<file path="config.mk">
export PLATFORM = sky130hd
export DESIGN_NAME = i2c_master_slave
export DESIGN_NICKNAME = d
export VERILOG_FILES = /design/src/core/i2c_master_slave.v
export VERILOG_INCLUDE_DIRS = /design/src /design/src/pkg
export SDC_FILE = /design/constraint.sdc
export NUM_CORES = 1
export LEC_CHECK = 0
export BUFFER_PORTS_ARGS = -buffer_cell sky130_fd_sc_hd__buf_2
export CAP_MARGIN = 20
export CORE_MARGIN = 2
export CORE_UTILIZATION = 45
export CTS_BUF_LIST = sky130_fd_sc_hd__clkbuf_4 sky130_fd_sc_hd__clkbuf_8 sky130_fd_sc_hd__clkbuf_16
export DETAILED_ROUTE_END_ITERATION = 7
export PLACE_DENSITY = 0.73
export REMOVE_ABC_BUFFERS = 1
export SYNTH_ARGS = -nofsm -noshare
export SYNTH_HDL_FRONTEND = slang
export SYNTH_SLANG_ARGS = --single-unit
</file>
<file path="constraint.sdc">
create_clock -name i_clk -period 6 [get_ports i_clk]
set_clock_uncertainty 0.2 [all_clocks]
set_input_delay 0.9 -clock i_clk [delete_from_list [all_inputs] [get_ports i_clk]]
set_output_delay 0.9 -clock i_clk [all_outputs]
set_load 0.005 [all_outputs]
</file>
<file path="src/pkg/i2c_ms_defines.vh">
`ifndef I2C_MS_DEFINES_VH
`define I2C_MS_DEFINES_VH
// ----------------------------------------
// register offsets
// ----------------------------------------
`define OFS_CTRL  4'h0
`define OFS_MCTRL 4'h1
`define OFS_MCMD  4'h2
`define OFS_MSTAT 4'h3
`define OFS_MADDR 4'h4
`define OFS_MDATA 4'h5
`define OFS_SCTRL 4'h6
`define OFS_SADDR 4'h7
`define OFS_SSTAT 4'h8
`define OFS_SDATA 4'h9
// ----------------------------------------
// field positions
// ----------------------------------------
`define CT_EXT    0
`define MC_EN     0
`define MC_TO_LO  1
`define MC_TO_HI  2
`define MC_ACKACT 3
`define SC_EN     0
`define SC_PROM   1
`define SC_NACK   2
`define ST_RDIF   7
`define ST_WAIF   6
`define ST_ARB    3
`define ST_BERR   2
// ----------------------------------------
// encodings and reset values
// ----------------------------------------
`define BS_UNKNOWN  2'b00
`define BS_IDLE     2'b01
`define BS_OWNER    2'b10
`define BS_BUSY     2'b11
`define CMD_RSTART  2'b01
`define CMD_BYTEREC 2'b10
`define CMD_STOP    2'b11
`define RST_BYTE    8'h00
// ----------------------------------------
// timing
// ----------------------------------------
`define CLK_MHZ   20
`define TO_50_US  50
`define TO_100_US 100
`define TO_200_US 200
`endif

</file>
<file path="src/core/i2c_master_slave.v">
`include "i2c_ms_defines.vh"
`default_nettype none
module i2c_master_slave #(
  parameter HALF = 5
)(
  // clock and reset
  input  wire       i_clk,
  input  wire       i_rst,
  // register port
  input  wire [3:0] i_addr,
  input  wire [7:0] i_wdata,
  input  wire       i_wr,
  input  wire       i_rd,
  output reg  [7:0] o_rdata,
  // port pins 0..3
  input  wire [3:0] i_pin,
  output wire [3:0] o_pin,
  output wire [3:0] o_pin_oe_n
);
  // ----------------------------------------
  // declarations
  // ----------------------------------------
  localparam [2:0] M_IDLE = 3'd0, M_WAIT = 3'd1, M_GEN = 3'd2;
  localparam [2:0] M_BIT = 3'd3, M_HOLD = 3'd4, M_STOP = 3'd5;
  localparam [2:0] A_ADDR = 3'd0, A_TXD = 3'd1, A_RXD = 3'd2;
  localparam [2:0] A_STOP = 3'd3, A_RST = 3'd4;
  localparam [2:0] S_IDLE = 3'd0, S_ADDR = 3'd1, S_AACK = 3'd2, S_RX = 3'd3;
  localparam [2:0] S_RACK = 3'd4, S_TXW = 3'd5, S_TX = 3'd6, S_TACK = 3'd7;
  localparam integer HM1 = HALF - 1;
  localparam integer T50 = `TO_50_US * `CLK_MHZ;
  localparam integer T100 = `TO_100_US * `CLK_MHZ;
  localparam integer T200 = `TO_200_US * `CLK_MHZ;
  localparam [7:0] HLIM = HM1[7:0];
  localparam [11:0] TO1 = T50[11:0];
  localparam [11:0] TO2 = T100[11:0];
  localparam [11:0] TO3 = T200[11:0];

  reg  [1:0]  sy1_reg, sy2_reg, prev_reg, line_reg, dly_reg;
  reg         ext_reg, m_en_reg, ackact_reg, s_en_reg, prom_reg, nack_reg;
  reg  [1:0]  to_reg, bs_reg;
  reg  [11:0] idle_cnt_reg;
  reg  [6:0]  s_adr_reg;
  reg  [2:0]  ms_reg, aft_reg, ss_reg;
  reg  [1:0]  ph_reg;
  reg  [7:0]  cnt_reg, m_adr_reg, m_rxd_reg, rx_reg;
  reg  [8:0]  tx_reg, chk_reg;
  reg  [3:0]  nb_reg, sb_reg;
  reg         m_sda_reg, m_scl_reg, m_lost_reg;
  reg         rif_reg, wif_reg, received_acknowledge_flag_reg, arb_reg, berr_reg;
  reg  [7:0]  s_sh_reg, s_tx_reg, s_data_reg;
  reg         dif_reg, apif_reg, s_received_acknowledge_flag_reg, coll_reg, s_berr_reg;
  reg         dir_reg, ap_reg, s_sda_reg;
  reg  [7:0]  rd_mux;
  reg         s_want;
  reg  [11:0] to_lim;

  wire sda = line_reg[0];
  wire scl = line_reg[1];
  wire start_det = scl & dly_reg[1] & dly_reg[0] & ~sda;
  wire stop_det = scl & dly_reg[1] & ~dly_reg[0] & sda;
  wire scl_rise = scl & ~dly_reg[1];
  wire hdone = (cnt_reg == HLIM);
  wire own = (ms_reg == M_GEN) | (ms_reg == M_BIT);
  wire tout = (to_reg != 2'b00) & (idle_cnt_reg >= to_lim);
  wire wr_ctrl = i_wr & (i_addr == `OFS_CTRL);
  wire wr_mctrl = i_wr & (i_addr == `OFS_MCTRL);
  wire wr_mcmd = i_wr & (i_addr == `OFS_MCMD);
  wire wr_mstat = i_wr & (i_addr == `OFS_MSTAT);
  wire wr_madr = i_wr & (i_addr == `OFS_MADDR);
  wire wr_mdat = i_wr & (i_addr == `OFS_MDATA);
  wire wr_sctrl = i_wr & (i_addr == `OFS_SCTRL);
  wire wr_sadr = i_wr & (i_addr == `OFS_SADDR);
  wire wr_sstat = i_wr & (i_addr == `OFS_SSTAT);
  wire wr_sdat = i_wr & (i_addr == `OFS_SDATA);
  wire [7:0] s_byte = {s_sh_reg[6:0], sda};
  wire s_match = prom_reg | (s_byte[7:1] == s_adr_reg) | (s_byte[7:1] == 7'h00);
  // a held slave stops stretching once it has collided
  wire s_scl = s_en_reg & ~coll_reg & (apif_reg | dif_reg) & ~scl;
  wire sda_pull = m_sda_reg | s_sda_reg;
  wire scl_pull = m_scl_reg | s_scl;

  // ----------------------------------------
  // pins, synchroniser and glitch filter
  // ----------------------------------------
  assign o_pin = {ext_reg & ~scl_pull, ext_reg & ~sda_pull, 2'b00};
  assign o_pin_oe_n = ext_reg ? 4'b0011 : {2'b11, ~scl_pull, ~sda_pull};

  always @(posedge i_clk)
  begin
    if (i_rst)
    begin
      sy1_reg <= 2'b11;
      sy2_reg <= 2'b11;
      prev_reg <= 2'b11;
      line_reg <= 2'b11;
      dly_reg <= 2'b11;
    end
    else
    begin
      sy1_reg <= i_pin[1:0];
      sy2_reg <= sy1_reg;
      prev_reg <= sy2_reg;
      dly_reg <= line_reg;
      // filter takes a level only after two equal samples; bypassed when external
      if (ext_reg)
        line_reg <= sy2_reg;
      else
        line_reg <= (~(sy2_reg ^ prev_reg) & sy2_reg) | ((sy2_reg ^ prev_reg) & line_reg);
    end
  end

  // ----------------------------------------
  // control registers and timeout
  // ----------------------------------------
  always @*
  begin
    case (to_reg)
      2'b01:   to_lim = TO1;
      2'b10:   to_lim = TO2;
      default: to_lim = TO3;
    endcase
  end

  always @(posedge i_clk)
  begin
    if (i_rst)
    begin
      ext_reg <= 1'b0;
      m_en_reg <= 1'b0;
      to_reg <= 2'b00;
      ackact_reg <= 1'b0;
      s_en_reg <= 1'b0;
      prom_reg <= 1'b0;
      nack_reg <= 1'b0;
      s_adr_reg <= 7'h00;
      idle_cnt_reg <= 12'h000;
    end
    else
    begin
      if (wr_ctrl)
        ext_reg <= i_wdata[`CT_EXT];
      if (wr_mctrl)
      begin
        m_en_reg <= i_wdata[`MC_EN];
        to_reg <= i_wdata[`MC_TO_HI:`MC_TO_LO];
        ackact_reg <= i_wdata[`MC_ACKACT];
      end
      if (wr_sctrl)
      begin
        s_en_reg <= i_wdata[`SC_EN];
        prom_reg <= i_wdata[`SC_PROM];
        nack_reg <= i_wdata[`SC_NACK];
      end
      if (wr_sadr)
        s_adr_reg <= i_wdata[7:1];
      if ((line_reg != dly_reg) | (to_reg == 2'b00))
        idle_cnt_reg <= 12'h000;
      else if (~tout)
        idle_cnt_reg <= idle_cnt_reg + 12'h001;
    end
  end

  // ----------------------------------------
  // bus state tracker
  // ----------------------------------------
  always @(posedge i_clk)
  begin
    if (i_rst | ~m_en_reg)
      bs_reg <= `BS_UNKNOWN;
    else if (wr_mstat & (i_wdata[1:0] == `BS_IDLE))
      bs_reg <= `BS_IDLE;
    else
    begin
      case (bs_reg)
        `BS_UNKNOWN: if (stop_det | tout) bs_reg <= `BS_IDLE;
        `BS_IDLE:    if (start_det) bs_reg <= own ? `BS_OWNER : `BS_BUSY;
        `BS_OWNER:
        begin
          if (m_lost_reg)
            bs_reg <= `BS_BUSY;
          else if (stop_det)
            bs_reg <= `BS_IDLE;
        end
        default:     if (stop_det | tout) bs_reg <= `BS_IDLE;
      endcase
    end
  end

  // ----------------------------------------
  // master engine
  // ----------------------------------------
  task ld;
    input [8:0] t;
    input [8:0] c;
    input [3:0] n;
    input [2:0] a;
    begin
      ms_reg <= M_BIT;
      ph_reg <= 2'd0;
      cnt_reg <= 8'h00;
      m_scl_reg <= 1'b1;
      tx_reg <= t;
      chk_reg <= c;
      nb_reg <= n;
      aft_reg <= a;
    end
  endtask

  task lose;
    input be;
    begin
      arb_reg <= 1'b1;
      wif_reg <= 1'b1;
      if (be)
        berr_reg <= 1'b1;
      m_sda_reg <= 1'b0;
      m_scl_reg <= 1'b0;
      ms_reg <= M_IDLE;
      m_lost_reg <= 1'b1;
    end
  endtask

  always @(posedge i_clk)
  begin
    m_lost_reg <= 1'b0;
    if (i_rst | ~m_en_reg)
    begin
      ms_reg <= M_IDLE;
      aft_reg <= A_ADDR;
      ph_reg <= 2'd0;
      cnt_reg <= 8'h00;
      nb_reg <= 4'd0;
      tx_reg <= 9'h1ff;
      chk_reg <= 9'h000;
      rx_reg <= `RST_BYTE;
      m_adr_reg <= `RST_BYTE;
      m_rxd_reg <= `RST_BYTE;
      m_sda_reg <= 1'b0;
      m_scl_reg <= 1'b0;
      rif_reg <= 1'b0;
      wif_reg <= 1'b0;
      received_acknowledge_flag_reg <= 1'b0;
      arb_reg <= 1'b0;
      berr_reg <= 1'b0;
    end
    else
    begin
      // clears first so that a flag set in the same cycle wins
      if (wr_mcmd | wr_madr | wr_mdat)
      begin
        rif_reg <= 1'b0;
        wif_reg <= 1'b0;
      end
      if (wr_mstat)
      begin
        if (i_wdata[`ST_RDIF]) rif_reg <= 1'b0;
        if (i_wdata[`ST_WAIF]) wif_reg <= 1'b0;
        if (i_wdata[`ST_ARB]) arb_reg <= 1'b0;
        if (i_wdata[`ST_BERR]) berr_reg <= 1'b0;
      end
      case (ms_reg)
        M_IDLE:
        begin
          m_sda_reg <= 1'b0;
          m_scl_reg <= 1'b0;
          if (wr_madr)
          begin
            m_adr_reg <= i_wdata;
            ms_reg <= M_WAIT;
          end
        end
        M_WAIT:
        begin
          if (bs_reg == `BS_IDLE)
          begin
            ms_reg <= M_GEN;
            ph_reg <= 2'd1;
            cnt_reg <= 8'h00;
          end
        end
        M_GEN:
        begin
          cnt_reg <= cnt_reg + 8'h01;
          if (ph_reg == 2'd0)
          begin
            m_sda_reg <= 1'b0;
            if (hdone)
            begin
              ph_reg <= 2'd1;
              cnt_reg <= 8'h00;
              m_scl_reg <= 1'b0;
            end
          end
          else if (ph_reg == 2'd1)
          begin
            if (bs_reg == `BS_BUSY)
              ms_reg <= M_WAIT;
            else if (~scl)
              cnt_reg <= 8'h00;
            else if (hdone & ~sda)
              lose(1'b0);
            else if (hdone)
            begin
              m_sda_reg <= 1'b1;
              ph_reg <= 2'd2;
              cnt_reg <= 8'h00;
            end
          end
          else if (hdone)
            ld({m_adr_reg, 1'b1}, 9'h1fe, 4'd9, A_ADDR);
        end
        M_BIT:
        begin
          cnt_reg <= cnt_reg + 8'h01;
          if (start_det | stop_det)
            lose(1'b1);
          else if (ph_reg == 2'd0)
          begin
            // data changes two cycles after the clock falls, never with it
            if (cnt_reg == 8'h01)
              m_sda_reg <= ~tx_reg[8];
            if (hdone)
            begin
              ph_reg <= 2'd1;
              cnt_reg <= 8'h00;
              m_scl_reg <= 1'b0;
            end
          end
          else if (~scl)
            cnt_reg <= 8'h00;
          else if (hdone)
          begin
            rx_reg <= {rx_reg[6:0], sda};
            ph_reg <= 2'd0;
            cnt_reg <= 8'h00;
            m_scl_reg <= 1'b1;
            if (chk_reg[8] & tx_reg[8] & ~sda)
              lose(1'b0);
            else if (nb_reg != 4'd1)
            begin
              tx_reg <= {tx_reg[7:0], 1'b1};
              chk_reg <= {chk_reg[7:0], 1'b0};
              nb_reg <= nb_reg - 4'd1;
            end
            else
            begin
              ms_reg <= M_HOLD;
              case (aft_reg)
                A_ADDR:
                begin
                  received_acknowledge_flag_reg <= sda;
                  if (sda | ~m_adr_reg[0])
                    wif_reg <= 1'b1;
                  else
                    ld(9'h1ff, 9'h000, 4'd8, A_RXD);
                end
                A_TXD:
                begin
                  wif_reg <= 1'b1;
                  received_acknowledge_flag_reg <= sda;
                end
                A_RXD:
                begin
                  rif_reg <= 1'b1;
                  received_acknowledge_flag_reg <= 1'b0;
                  m_rxd_reg <= {rx_reg[6:0], sda};
                end
                A_STOP: ms_reg <= M_STOP;
                default: ms_reg <= M_GEN;
              endcase
            end
          end
        end
        M_HOLD:
        begin
          if (~rif_reg & ~wif_reg)
            m_scl_reg <= 1'b0;
          cnt_reg <= 8'h00;
          ph_reg <= 2'd0;
          if (wr_mdat & ~m_adr_reg[0])
            ld({i_wdata, 1'b1}, 9'h1fe, 4'd9, A_TXD);
          else if (wr_madr)
          begin
            m_adr_reg <= i_wdata;
            m_scl_reg <= 1'b1;
            ms_reg <= M_GEN;
          end
          else if (wr_mcmd)
          begin
            m_scl_reg <= 1'b1;
            case (i_wdata[1:0])
              `CMD_RSTART:
                if (m_adr_reg[0]) ld({ackact_reg, 8'hff}, 9'h100, 4'd1, A_RST);
                else ms_reg <= M_GEN;
              `CMD_BYTEREC:
                if (m_adr_reg[0]) ld({ackact_reg, 8'hff}, 9'h100, 4'd9, A_RXD);
              `CMD_STOP:
                if (m_adr_reg[0]) ld({ackact_reg, 8'hff}, 9'h100, 4'd1, A_STOP);
                else ms_reg <= M_STOP;
              default: m_scl_reg <= m_scl_reg;
            endcase
          end
        end
        default:
        begin
          cnt_reg <= cnt_reg + 8'h01;
          if (ph_reg == 2'd0)
          begin
            if (cnt_reg == 8'h01)
              m_sda_reg <= 1'b1;
            if (hdone)
            begin
              ph_reg <= 2'd1;
              cnt_reg <= 8'h00;
              m_scl_reg <= 1'b0;
            end
          end
          else if (ph_reg == 2'd1)
          begin
            if (~scl)
              cnt_reg <= 8'h00;
            else if (hdone)
            begin
              ph_reg <= 2'd2;
              cnt_reg <= 8'h00;
            end
          end
          else if (hdone)
          begin
            m_sda_reg <= 1'b0;
            ms_reg <= M_IDLE;
          end
        end
      endcase
    end
  end

  // ----------------------------------------
  // slave engine
  // ----------------------------------------
  always @*
  begin
    case (ss_reg)
      S_AACK:  s_want = ~nack_reg;
      S_RACK:  s_want = ~nack_reg;
      S_TX:    s_want = ~s_tx_reg[7];
      default: s_want = 1'b0;
    endcase
  end

  always @(posedge i_clk)
  begin
    if (i_rst | ~s_en_reg)
    begin
      ss_reg <= S_IDLE;
      sb_reg <= 4'd0;
      s_sh_reg <= `RST_BYTE;
      s_tx_reg <= `RST_BYTE;
      s_data_reg <= `RST_BYTE;
      dif_reg <= 1'b0;
      apif_reg <= 1'b0;
      s_received_acknowledge_flag_reg <= 1'b0;
      coll_reg <= 1'b0;
      s_berr_reg <= 1'b0;
      dir_reg <= 1'b0;
      ap_reg <= 1'b0;
      s_sda_reg <= 1'b0;
    end
    else
    begin
      if (wr_sstat)
      begin
        if (i_wdata[`ST_RDIF]) dif_reg <= 1'b0;
        if (i_wdata[`ST_WAIF]) apif_reg <= 1'b0;
        if (i_wdata[`ST_ARB]) coll_reg <= 1'b0;
        if (i_wdata[`ST_BERR]) s_berr_reg <= 1'b0;
      end
      if (wr_sdat)
        dif_reg <= 1'b0;
      if (wr_sdat & (ss_reg == S_TXW))
      begin
        s_tx_reg <= i_wdata;
        sb_reg <= 4'd0;
        ss_reg <= S_TX;
      end
      // drive changes only while the clock is low and no longer stretched, except that a collision releases it at once
      if (coll_reg)
        s_sda_reg <= 1'b0;
      else if (~scl & ~apif_reg & ~dif_reg)
        s_sda_reg <= s_want;
      if (start_det)
      begin
        ss_reg <= S_ADDR;
        sb_reg <= 4'd0;
      end
      else if (stop_det)
      begin
        ss_reg <= S_IDLE;
        if ((ss_reg == S_ADDR) & (sb_reg == 4'd0))
          s_berr_reg <= 1'b1;
        else
        begin
          apif_reg <= 1'b1;
          ap_reg <= 1'b0;
        end
      end
      else if (scl_rise)
      begin
        s_sh_reg <= s_byte;
        sb_reg <= sb_reg + 4'd1;
        case (ss_reg)
          S_ADDR:
            if (sb_reg == 4'd7)
            begin
              ss_reg <= s_match ? S_AACK : S_IDLE;
              if (s_match)
              begin
                s_data_reg <= s_byte;
                dir_reg <= sda;
                apif_reg <= 1'b1;
                ap_reg <= 1'b1;
              end
            end
          S_AACK, S_RACK:
          begin
            sb_reg <= 4'd0;
            if (nack_reg & ~sda)
            begin
              coll_reg <= 1'b1;
              ss_reg <= S_IDLE;
            end
            else if (nack_reg)
              ss_reg <= S_IDLE;
            else if ((ss_reg == S_AACK) & dir_reg)
            begin
              dif_reg <= 1'b1;
              ss_reg <= S_TXW;
            end
            else
              ss_reg <= S_RX;
          end
          S_RX:
            if (sb_reg == 4'd7)
            begin
              s_data_reg <= s_byte;
              dif_reg <= 1'b1;
              ss_reg <= S_RACK;
            end
          S_TX:
          begin
            s_tx_reg <= {s_tx_reg[6:0], 1'b1};
            if (s_tx_reg[7] & ~sda)
            begin
              coll_reg <= 1'b1;
              ss_reg <= S_IDLE;
            end
            else if (sb_reg == 4'd7)
              ss_reg <= S_TACK;
          end
          S_TACK:
          begin
            s_received_acknowledge_flag_reg <= sda;
            dif_reg <= 1'b1;
            ss_reg <= sda ? S_IDLE : S_TXW;
          end
          default: sb_reg <= 4'd0;
        endcase
      end
    end
  end

  // ----------------------------------------
  // register read, data one cycle after strobe
  // ----------------------------------------
  always @*
  begin
    case (i_addr)
      `OFS_CTRL:  rd_mux = {7'h00, ext_reg};
      `OFS_MCTRL: rd_mux = {4'h0, ackact_reg, to_reg, m_en_reg};
      `OFS_MSTAT: rd_mux = {rif_reg, wif_reg, m_scl_reg, received_acknowledge_flag_reg,
                            arb_reg, berr_reg, bs_reg};
      `OFS_MADDR: rd_mux = m_adr_reg;
      `OFS_MDATA: rd_mux = m_rxd_reg;
      `OFS_SCTRL: rd_mux = {5'h00, nack_reg, prom_reg, s_en_reg};
      `OFS_SADDR: rd_mux = {s_adr_reg, 1'b0};
      `OFS_SSTAT: rd_mux = {dif_reg, apif_reg, s_scl, s_received_acknowledge_flag_reg,
                            coll_reg, s_berr_reg, dir_reg, ap_reg};
      `OFS_SDATA: rd_mux = s_data_reg;
      default:    rd_mux = 8'h00;
    endcase
  end

  always @(posedge i_clk)
  begin
    if (i_rst | ~i_rd)
      o_rdata <= 8'h00;
    else
      o_rdata <= rd_mux;
  end
endmodule // i2c_master_slave
`default_nettype wire

</file>
# Word-level counts from Yosys, hierarchy flattened
# Index checks and enable logic that the tools add are counted.
[word_totals] inputBits=20 wordCells=588 output_inout_bits=16 regBits=154
[classes] bitwise=82 reduce_logical=54 n_lt_le_gt_ge=1 n_eq_ne=102 mux=296 addsub=4
[op_table] cell="$mux 9" n=32
[op_table] cell="$mux 8" n=22
[op_table] cell="$mux 3" n=46
[op_table] cell="$mux 1" n=127
[op_table] cell="$mux 4" n=21
[op_table] cell="$pmux 8 s9" n=1
[op_table] cell="$pmux 9 s3" n=2
[op_table] cell="$ne 4x4->1 const B" n=11
[op_table] cell="$mux 2" n=21
[op_table] cell="$pmux 8 s5" n=1
[op_table] cell="$pmux 3 s3" n=4
[op_table] cell="$and 1x1->1" n=35
[op_table] cell="$ne 2x2->1 const B" n=17
[op_table] cell="$pmux 8 s2" n=2
[op_table] cell="$reduce_and 16->1" n=2
[op_table] cell="$pmux 3 s5" n=2
[op_table] cell="$not 1->1" n=27
[op_table] cell="$ne 3x3->1 const B" n=8
[op_table] cell="$ne 4x2->1 const B" n=6
[op_table] cell="$pmux 12 s2" n=1
[op_table] cell="$eq 4x3->1 const B" n=5
[op_table] cell="$ne 5x5->1 const B" n=4
[op_table] cell="$eq 3x2->1 const B" n=6
[op_table] cell="$ne 3x2->1 const B" n=6
[op_table] cell="62 further kinds" n=130

# Depth between registers and ports, before layout
# Gate-level depths: netlist (run 1).
[logic_depth] depth_word=16 depth_mapped=12 depth_no_buf=10

# Least setup slack after synthesis (run 1)
# Ideal clock, no wire load.
[synth_path] path_type="input to register" startpoint="input port i_addr[1]" endpoint="register tx_reg[1]" setup_ns=0.077 t_required_ns=5.723 slack_ns=3.191 n_path_buf=3 cell_stages=9 t_arrival_ns=2.532 path_cell_list="buf_2 nor3b_4 a311oi_1 o32a_1 nor4_2 buf_4 buf_6 nor3_1 a41oi_2"
[synth_via] elab_chain_len=5 word_cells_on_any_way=14 cone_classes="7 x eq/ne; 2 x mux; 4 x bitwise; 1 x reduce/logical"
[synth_rtl] item="from (decl)" line="i2c_master_slave.v:10" rtl="input wire [3:0] i_addr,"
[synth_rtl] item="$eq 4x3->1"
[synth_rtl] item="$and 1x1->1" line="i2c_master_slave.v:70" rtl="wire wr_mdat = i_wr & (i_addr == `OFS_MDATA);"
[synth_rtl] item="$and 1x1->1" line="i2c_master_slave.v:380" rtl="if (wr_mdat & ~m_adr_reg[0])"
[synth_rtl] item="$ne 3x3->1 (no line) or $mux 9 (tied branches)"
[synth_rtl] item="$reduce_and 15->1 (no line) or $pmux 9 s3 (tied branches)"
[synth_rtl] item="to (signal assigned)" line="i2c_master_slave.v:341" rtl="tx_reg <= {tx_reg[7:0], 1'b1};"
[synth_rtl] item="to (decl)" line="i2c_master_slave.v:46" rtl="reg [8:0] tx_reg, chk_reg;"
# Several ways; a longest one is shown, not always the timed one.
# A chain may end at the register's enable or synchronous reset.

# Worst setup path after layout (run 1)
[layout_path] startpoint="input port i_addr[2]" endpoint="register chk_reg[2]"
[layout_via] elab_chain_len=5 word_cells_on_any_way=14 cone_classes="7 x eq/ne; 2 x mux; 4 x bitwise; 1 x reduce/logical"
[layout_rtl] item="$eq 4x3->1"
[layout_rtl] item="$and 1x1->1" line="i2c_master_slave.v:70"
[layout_rtl] item="$and 1x1->1" line="i2c_master_slave.v:380"
[layout_rtl] item="$ne 3x3->1 (no line) or $mux 9 (tied branches)"
[layout_rtl] item="$reduce_and 15->1 (no line) or $pmux 9 s3 (tied branches)"
[layout_rtl] item="to (signal assigned)" line="i2c_master_slave.v:342" rtl="chk_reg <= {chk_reg[7:0], 1'b0};"
[layout_rtl] item="to (decl)" line="i2c_master_slave.v:46"
# Several ways; a longest one is shown, not always the timed one.

==> impl_metrics.yaml, run 1 <==
min_path:
  hp-class: "reg2reg"
  hold_start: "sy1_reg[1]"
clocking:
  clkTransAtPathRegs_ps: 70
  ctsResizeCount: 0
  cts_hold_buf: 0
  cts_tree: "done"
  cts_buffers: 17
  postCtsSetupBuffers: 0
  clockBufferDepth: 2
  clockRootBuffer: "clkbuf_16"
  clock-sinks: 152
  htree_num_levels: 4
  clk_latency_ps: 430
sta:
  rsz0062_at_grt: "no"
  period_minus_slack_ps: 3720
  fin_crit_sh_pct: 61.9
  setup_violations: 0
  tns_ps: 0
  fmax_mhz: 269
  slew_headroom_pct: 27.4
  slew_violations: 0
  worstMarginPinSlew_ps: 1090
  hold_viol_final: 0
finish:
  drive_gt1_share_pct: 9.77
  final_cell_area_um2: 9390
  utilization_pct: 50.2
  final_cell_mix: "152 x dfxtp_1, 128 x nor2_1, 95 x a21oi_1"
  antenna_cells: 0
  layout_commonest_cell: "dfxtp_1"
  largest_register_ff_count: 12
  finalNetCount: 1094
  areaGrowthSynthToFinish_pct: 9.62
critical_path:
  worstPathRequired_ps: 6130
  worst_setup_path_start_kind: "input pin"
  worstSetupStartpoint: "i_addr[2]"
  r2r_start: "ms_reg[2]"
  worstSetupPathType: "in2reg"
  path_max_fanout: 21
  worstSetupEndpointType: "flop"
  critPathArrivalTime_ps: 3840
place:
  routabilityCongestion: 0.949
  dp_hpwl_mm: 15.9
  place_area_um2: 8730
  port_buffers: 31
logic_synthesis:
  yosys_warnings: 0
  ys_ff_latch: 152
  synth_edf_count: 0
  synth_area_um2: 8570
  synth_ff_type: "dfxtp_1"
  synth.distinct_cells: 87
  async_reset_ff_share_pct: 0
  synthTopCellsByArea: "dfxtp_1 36%, mux2i_1 6.1%, nor2_1 5.6%"
  syn-instance-count: 1068
  seq_area_frac_synth_pct: 35.5
  yosysTopAreaCellShare_pct: 35.5
  syn_avg_cell_area_um2: 8.02
  yosysTopAreaCell: "dfxtp_1"
outcome:
  outcome: "finished, final reports clean"
routing:
  drt_iter0_markers: 872
  routed_wl_mm: 23.2
  postRouteAntennaNets: 0
  drc_errors: 0
  viasPerCell: 6.12
  vias: 7948
  firstDrtPassIters: 6
  wire_per_inst_um: 17.9
floorplan:
  die_h_um: 142
  rows: 50
  core_area_um2: 18700
  die_x_um: 142
  start_util_pct: 45.8
  die_area_um2: 20200
  io_pins: 36
global_routing:
  grt_usage_pct: 23.5
  grt_max_degree: 53
  first_global_vias: 7221
  grt_pass1_wl_mm: 38.1
  grt-ovfl-total: 0
  antenna_found_initial: 0
pwr:
  ir_worst_vdd_mv: 0.212
  power.leakage_nw: 3.30
  p_per_area_nw_per_um2: 234
job:
  cap_violations: 0
Yosys cell counts (all sizes together) (4+ instances only):
library cell  number
dfxtp            152
nor2             130
a21oi             95
nand2             87
o21ai             69
mux2i             52
clkbuf            47
inv               32
nand3             31
buf               29
ha                23
nor3              23
a211oi            21
nor2b             19
nand2b            16
nand4             15
a31oi             13
nand3b            12
or2               12
xnor2             12
o22ai             11
a22oi             10
nor3b              9
o31ai              9
or4                9
and4               8
nor4               8
xor2               8
a221oi             7
o211ai             7
or3                7
a311oi             6
a211o              5
a22o               5
and3               5
mux2               5
a21o               4
a41oi              4
and3b              4
through the flow:
stage	setup WS, ps	hold WS (ps)	total power (W)	instances
6_report	2280	210	0.00220	1298
5_1_grt	1950	227	0.00227	1298
4_1_cts	1990	213	0.00221	1296
3_5_place_dp	1550	202	0.00110	1264
3_3_place_gp	1670	195	0.00110	1264
2_1_floorplan	1680	189	0.00106	993
where the power goes:
part | internal [W] | total, W | switching (W)
combinational | 0.0000190 | 0.0000654 | 0.0000464
clock | 0.000645 | 0.00112 | 0.000475
sequential | 0.00101 | 0.00101 | 0.00000289
per-layer routing:
layer  vias to the layer above  track usage, %  wire, µm
met5                         -               0         0
met4                         0            6.11       363
met3                        30            4.58      1500
met2                       293            37.0     10500
met1                      3770            33.2     10900
li1                       3855               -         -
critical path: stages:
cell and delay, ps:
buf_2 320, nor2b_1 670, a31oi_2 310, a211o_1 380
nor4_4 550, buf_6 240, buf_4 200, nor2_1 50
a211oi_1 200
cell type report:
class / instances / area [µm²]
Clock buffer: 18 / 439
Multi-Input combinational cell: 808 / 5080
Timing Repair Buffer: 39 / 226
Sequential cell: 152 / 3040
Tap cell: 234 / 293
Inverter: 33 / 124
Clock inverter: 14 / 186
Fill cell: 1741 / 9310
final timing paths:
kind                end  slack, ps  cells past startpoint
max          chk_reg[2]       2280                      9
min          sy2_reg[1]        210                      1
max reg2reg  chk_reg[2]       2470                      7
min reg2reg  sy2_reg[1]        210                      1
cell families (layout without fill, tap and decap cells):
family	after synthesis	after routing	share of synthesized area, %
simple gates	406	406	24.3
mux	57	57	6.73
other cells	1	2	0.0438
buf+inv	109	104	5.43
compound gates	300	300	22.5
xor+xnor	20	20	2.13
flops	152	152	35.5
fa+ha+maj	23	23	3.36
No activity file was read; power rests on OpenSTA's default activity.
==> run 2, diff against run 1 <==
--- a/config.mk
+++ b/config.mk
@@ -12,7 +12,7 @@
 export CORE_UTILIZATION = 45
 export CTS_BUF_LIST = sky130_fd_sc_hd__clkbuf_4 sky130_fd_sc_hd__clkbuf_8 sky130_fd_sc_hd__clkbuf_16
 export DETAILED_ROUTE_END_ITERATION = 7
-export PLACE_DENSITY = 0.73
+export PLACE_DENSITY = 0.76
 export REMOVE_ABC_BUFFERS = 1
 export SYNTH_ARGS = -nofsm -noshare
 export SYNTH_HDL_FRONTEND = slang
==> constraint.sdc (replaced) <==
create_clock -name i_clk -period 3.2 [get_ports i_clk]
set_clock_uncertainty 0.2 [all_clocks]
set_input_delay 0.48 -clock i_clk [delete_from_list [all_inputs] [get_ports i_clk]]
set_output_delay 0.48 -clock i_clk [all_outputs]
set_load 0.005 [all_outputs]
==> impl_metrics.yaml, run 2 (synthesis results as in run 1) <==
outcome:
  outcome: "finished, final reports clean"
global_routing:
  grt_usage_pct: 24.2
  grt-ovfl-total: 0
  met1_usage_pct: 34.1
  grt_max_degree: 39
  busiest_layer: "met2"
  grt_pass1_wl_mm: 38.9
  first_global_vias: 7368
  met2_usage_pct: 36.7
  antenna_found_initial: 0
  grt_util_met3_pct: 4.51
clocking:
  ctsResizeCount: 0
  clock-sinks: 152
  clockRootBuffer: "clkbuf_16"
  cts_hold_buf: 0
  clk_latency_ps: 440
  cts_buffers: 17
  clkTransAtPathRegs_ps: 60
  htree_num_levels: 4
  cts_tree: "done"
  clockBufferDepth: 2
  postCtsSetupBuffers: 0
sta:
  timing.final.ws_setup_ps: 183
  hold_viol_final: 0
  period_minus_slack_ps: 3020
  slew_violations: 0
  rsz0062_at_grt: "no"
  tns_ps: 0
  fin_crit_sh_pct: 94.3
  worstMarginPinSlew_ps: 868
  setup_violations: 0
  slew_headroom_pct: 41.4
  fmax_mhz: 331
routing:
  vias: 8179
  routed_wl_mm: 23.8
  firstDrtPassIters: 6
  wire_per_inst_um: 18.0
  drc_errors: 0
  drt_iter0_markers: 992
  viasPerCell: 6.19
  postRouteAntennaNets: 0
place:
  dp_hpwl_mm: 16.6
  routabilityCongestion: 0.956
  pre_cts_ws_ps: 302
  port_buffers: 31
  place_area_um2: 8930
  dp_cells: 1289
floorplan:
  start_util_pct: 45.8
  rows: 50
  die_area_um2: 20200
  die_h_um: 142
  core_area_um2: 18700
  io_pins: 36
  die_x_um: 142
finish:
  layout.cells.non_filler: 1321
  largest_register_ff_count: 12
  finalNetCount: 1117
  layout_commonest_cell: "dfxtp_1"
  drive_gt1_share_pct: 11.6
  final_cell_mix: "152 x dfxtp_1, 128 x nor2_1, 95 x a21oi_1"
  antenna_cells: 0
  final_cell_area_um2: 9520
  areaGrowthSynthToFinish_pct: 11.1
pwr:
  power.leakage_nw: 3.39
  ir_worst_vdd_mv: 0.391
  p_per_area_nw_per_um2: 425
critical_path:
  worst_setup_path_start_kind: "flop"
  rr_endpoint: "s_data_reg[6]"
  worstSetupPathType: "reg2reg"
  path_max_fanout: 16
  worstPathRequired_ps: 3320
  worstSetupEndpointType: "flop"
  cp_common_cell: "nor2_1"
  cp_slowest_stage_delay_ps: 600
  critPathArrivalTime_ps: 3130
  slowest_stage: "nor2_1"
  r2r_cells: 7
  r2r_slack_ps: 180
  path_cells: "buf_4 -> inv_1 -> and3_1 -> nor2_1 -> o2111ai_2 -> mux2i_1 -> nor2_1"
job:
  cap_violations: 0
min_path:
  hp-class: "in2reg"
  hold_depth: 2
  whs_endpoint: "sy1_reg[1]"
  hold_start: "i_pin[1]"
[run 2: changes by cell type in the layout (fill, tap and decap cells not counted), moves of 2 or more]
cell	delta
inv_8	-2
clkinv_8	-2
buf_4	+24
clkbuf_8	+2
[run 2: worst max path at each step]
| stage | startpoint | endpoint | slack (ps) | cells past startpoint |
|---|---|---|---|---|
| after global placement | flop | s_data_reg[5] | 330 | 7 |
| after CTS | flop | s_data_reg[6] | 260 | 7 |
| after detailed placement | flop | s_data_reg[0] | 300 | 7 |
| after global routing | flop | s_data_reg[6] | 30 | 7 |
| final | flop | s_data_reg[6] | 180 | 7 |
| after floorplan | ms_reg[2] | tx_reg[2] | -840 | 5 |
[run 2: final cells by class]
cell class / instances / area [µm²]
Multi-Input combinational cell: 808 / 5070
Sequential cell: 152 / 3040
Timing Repair Buffer: 62 / 400
Fill cell: 1711 / 9180
Inverter: 33 / 124
Tap cell: 234 / 293
Clock inverter: 11 / 114
Clock buffer: 21 / 474
[run 2: through the flow]
stage | hold slack, ps | utilization, % | total power [W]
floorplan | 189 | - | 0.00200
global placement | 198 | 47.8 | 0.00207
detailed placement | 200 | 47.8 | 0.00207
CTS | 19.7 | 50.9 | 0.00406
global route | 23.9 | 50.9 | 0.00415
finish | 27.4 | 50.9 | 0.00405
[run 2: report_power, final]
part	internal, W	leakage [nW]	switching (W)
logic	0.0000407	1.88	0.0000898
clock network	0.00115	0.286	0.000860
registers	0.00190	1.23	0.00000516
total	0.00309	3.39	0.000955
[run 2: worst max-delay path, delay by kind of cell (launching register included)]
kind / cells / cell delay, ps
buffers and inverters: 2 / 390
multiplexers: 1 / 320
flip-flops: 1 / 590
AO/OA/AOI/OAI: 1 / 550
AND/OR/NAND/NOR: 3 / 840
[run 2: layer usage]
metal / share of wire (%) / vias up / wire (µm)
met1: 46 / 3879 / 11000
met4: 2.6 / 0 / 610
li1: - / 3897 / -
met3: 6.6 / 57 / 1580
met2: 45 / 346 / 10700
met5: 0 / - / 0
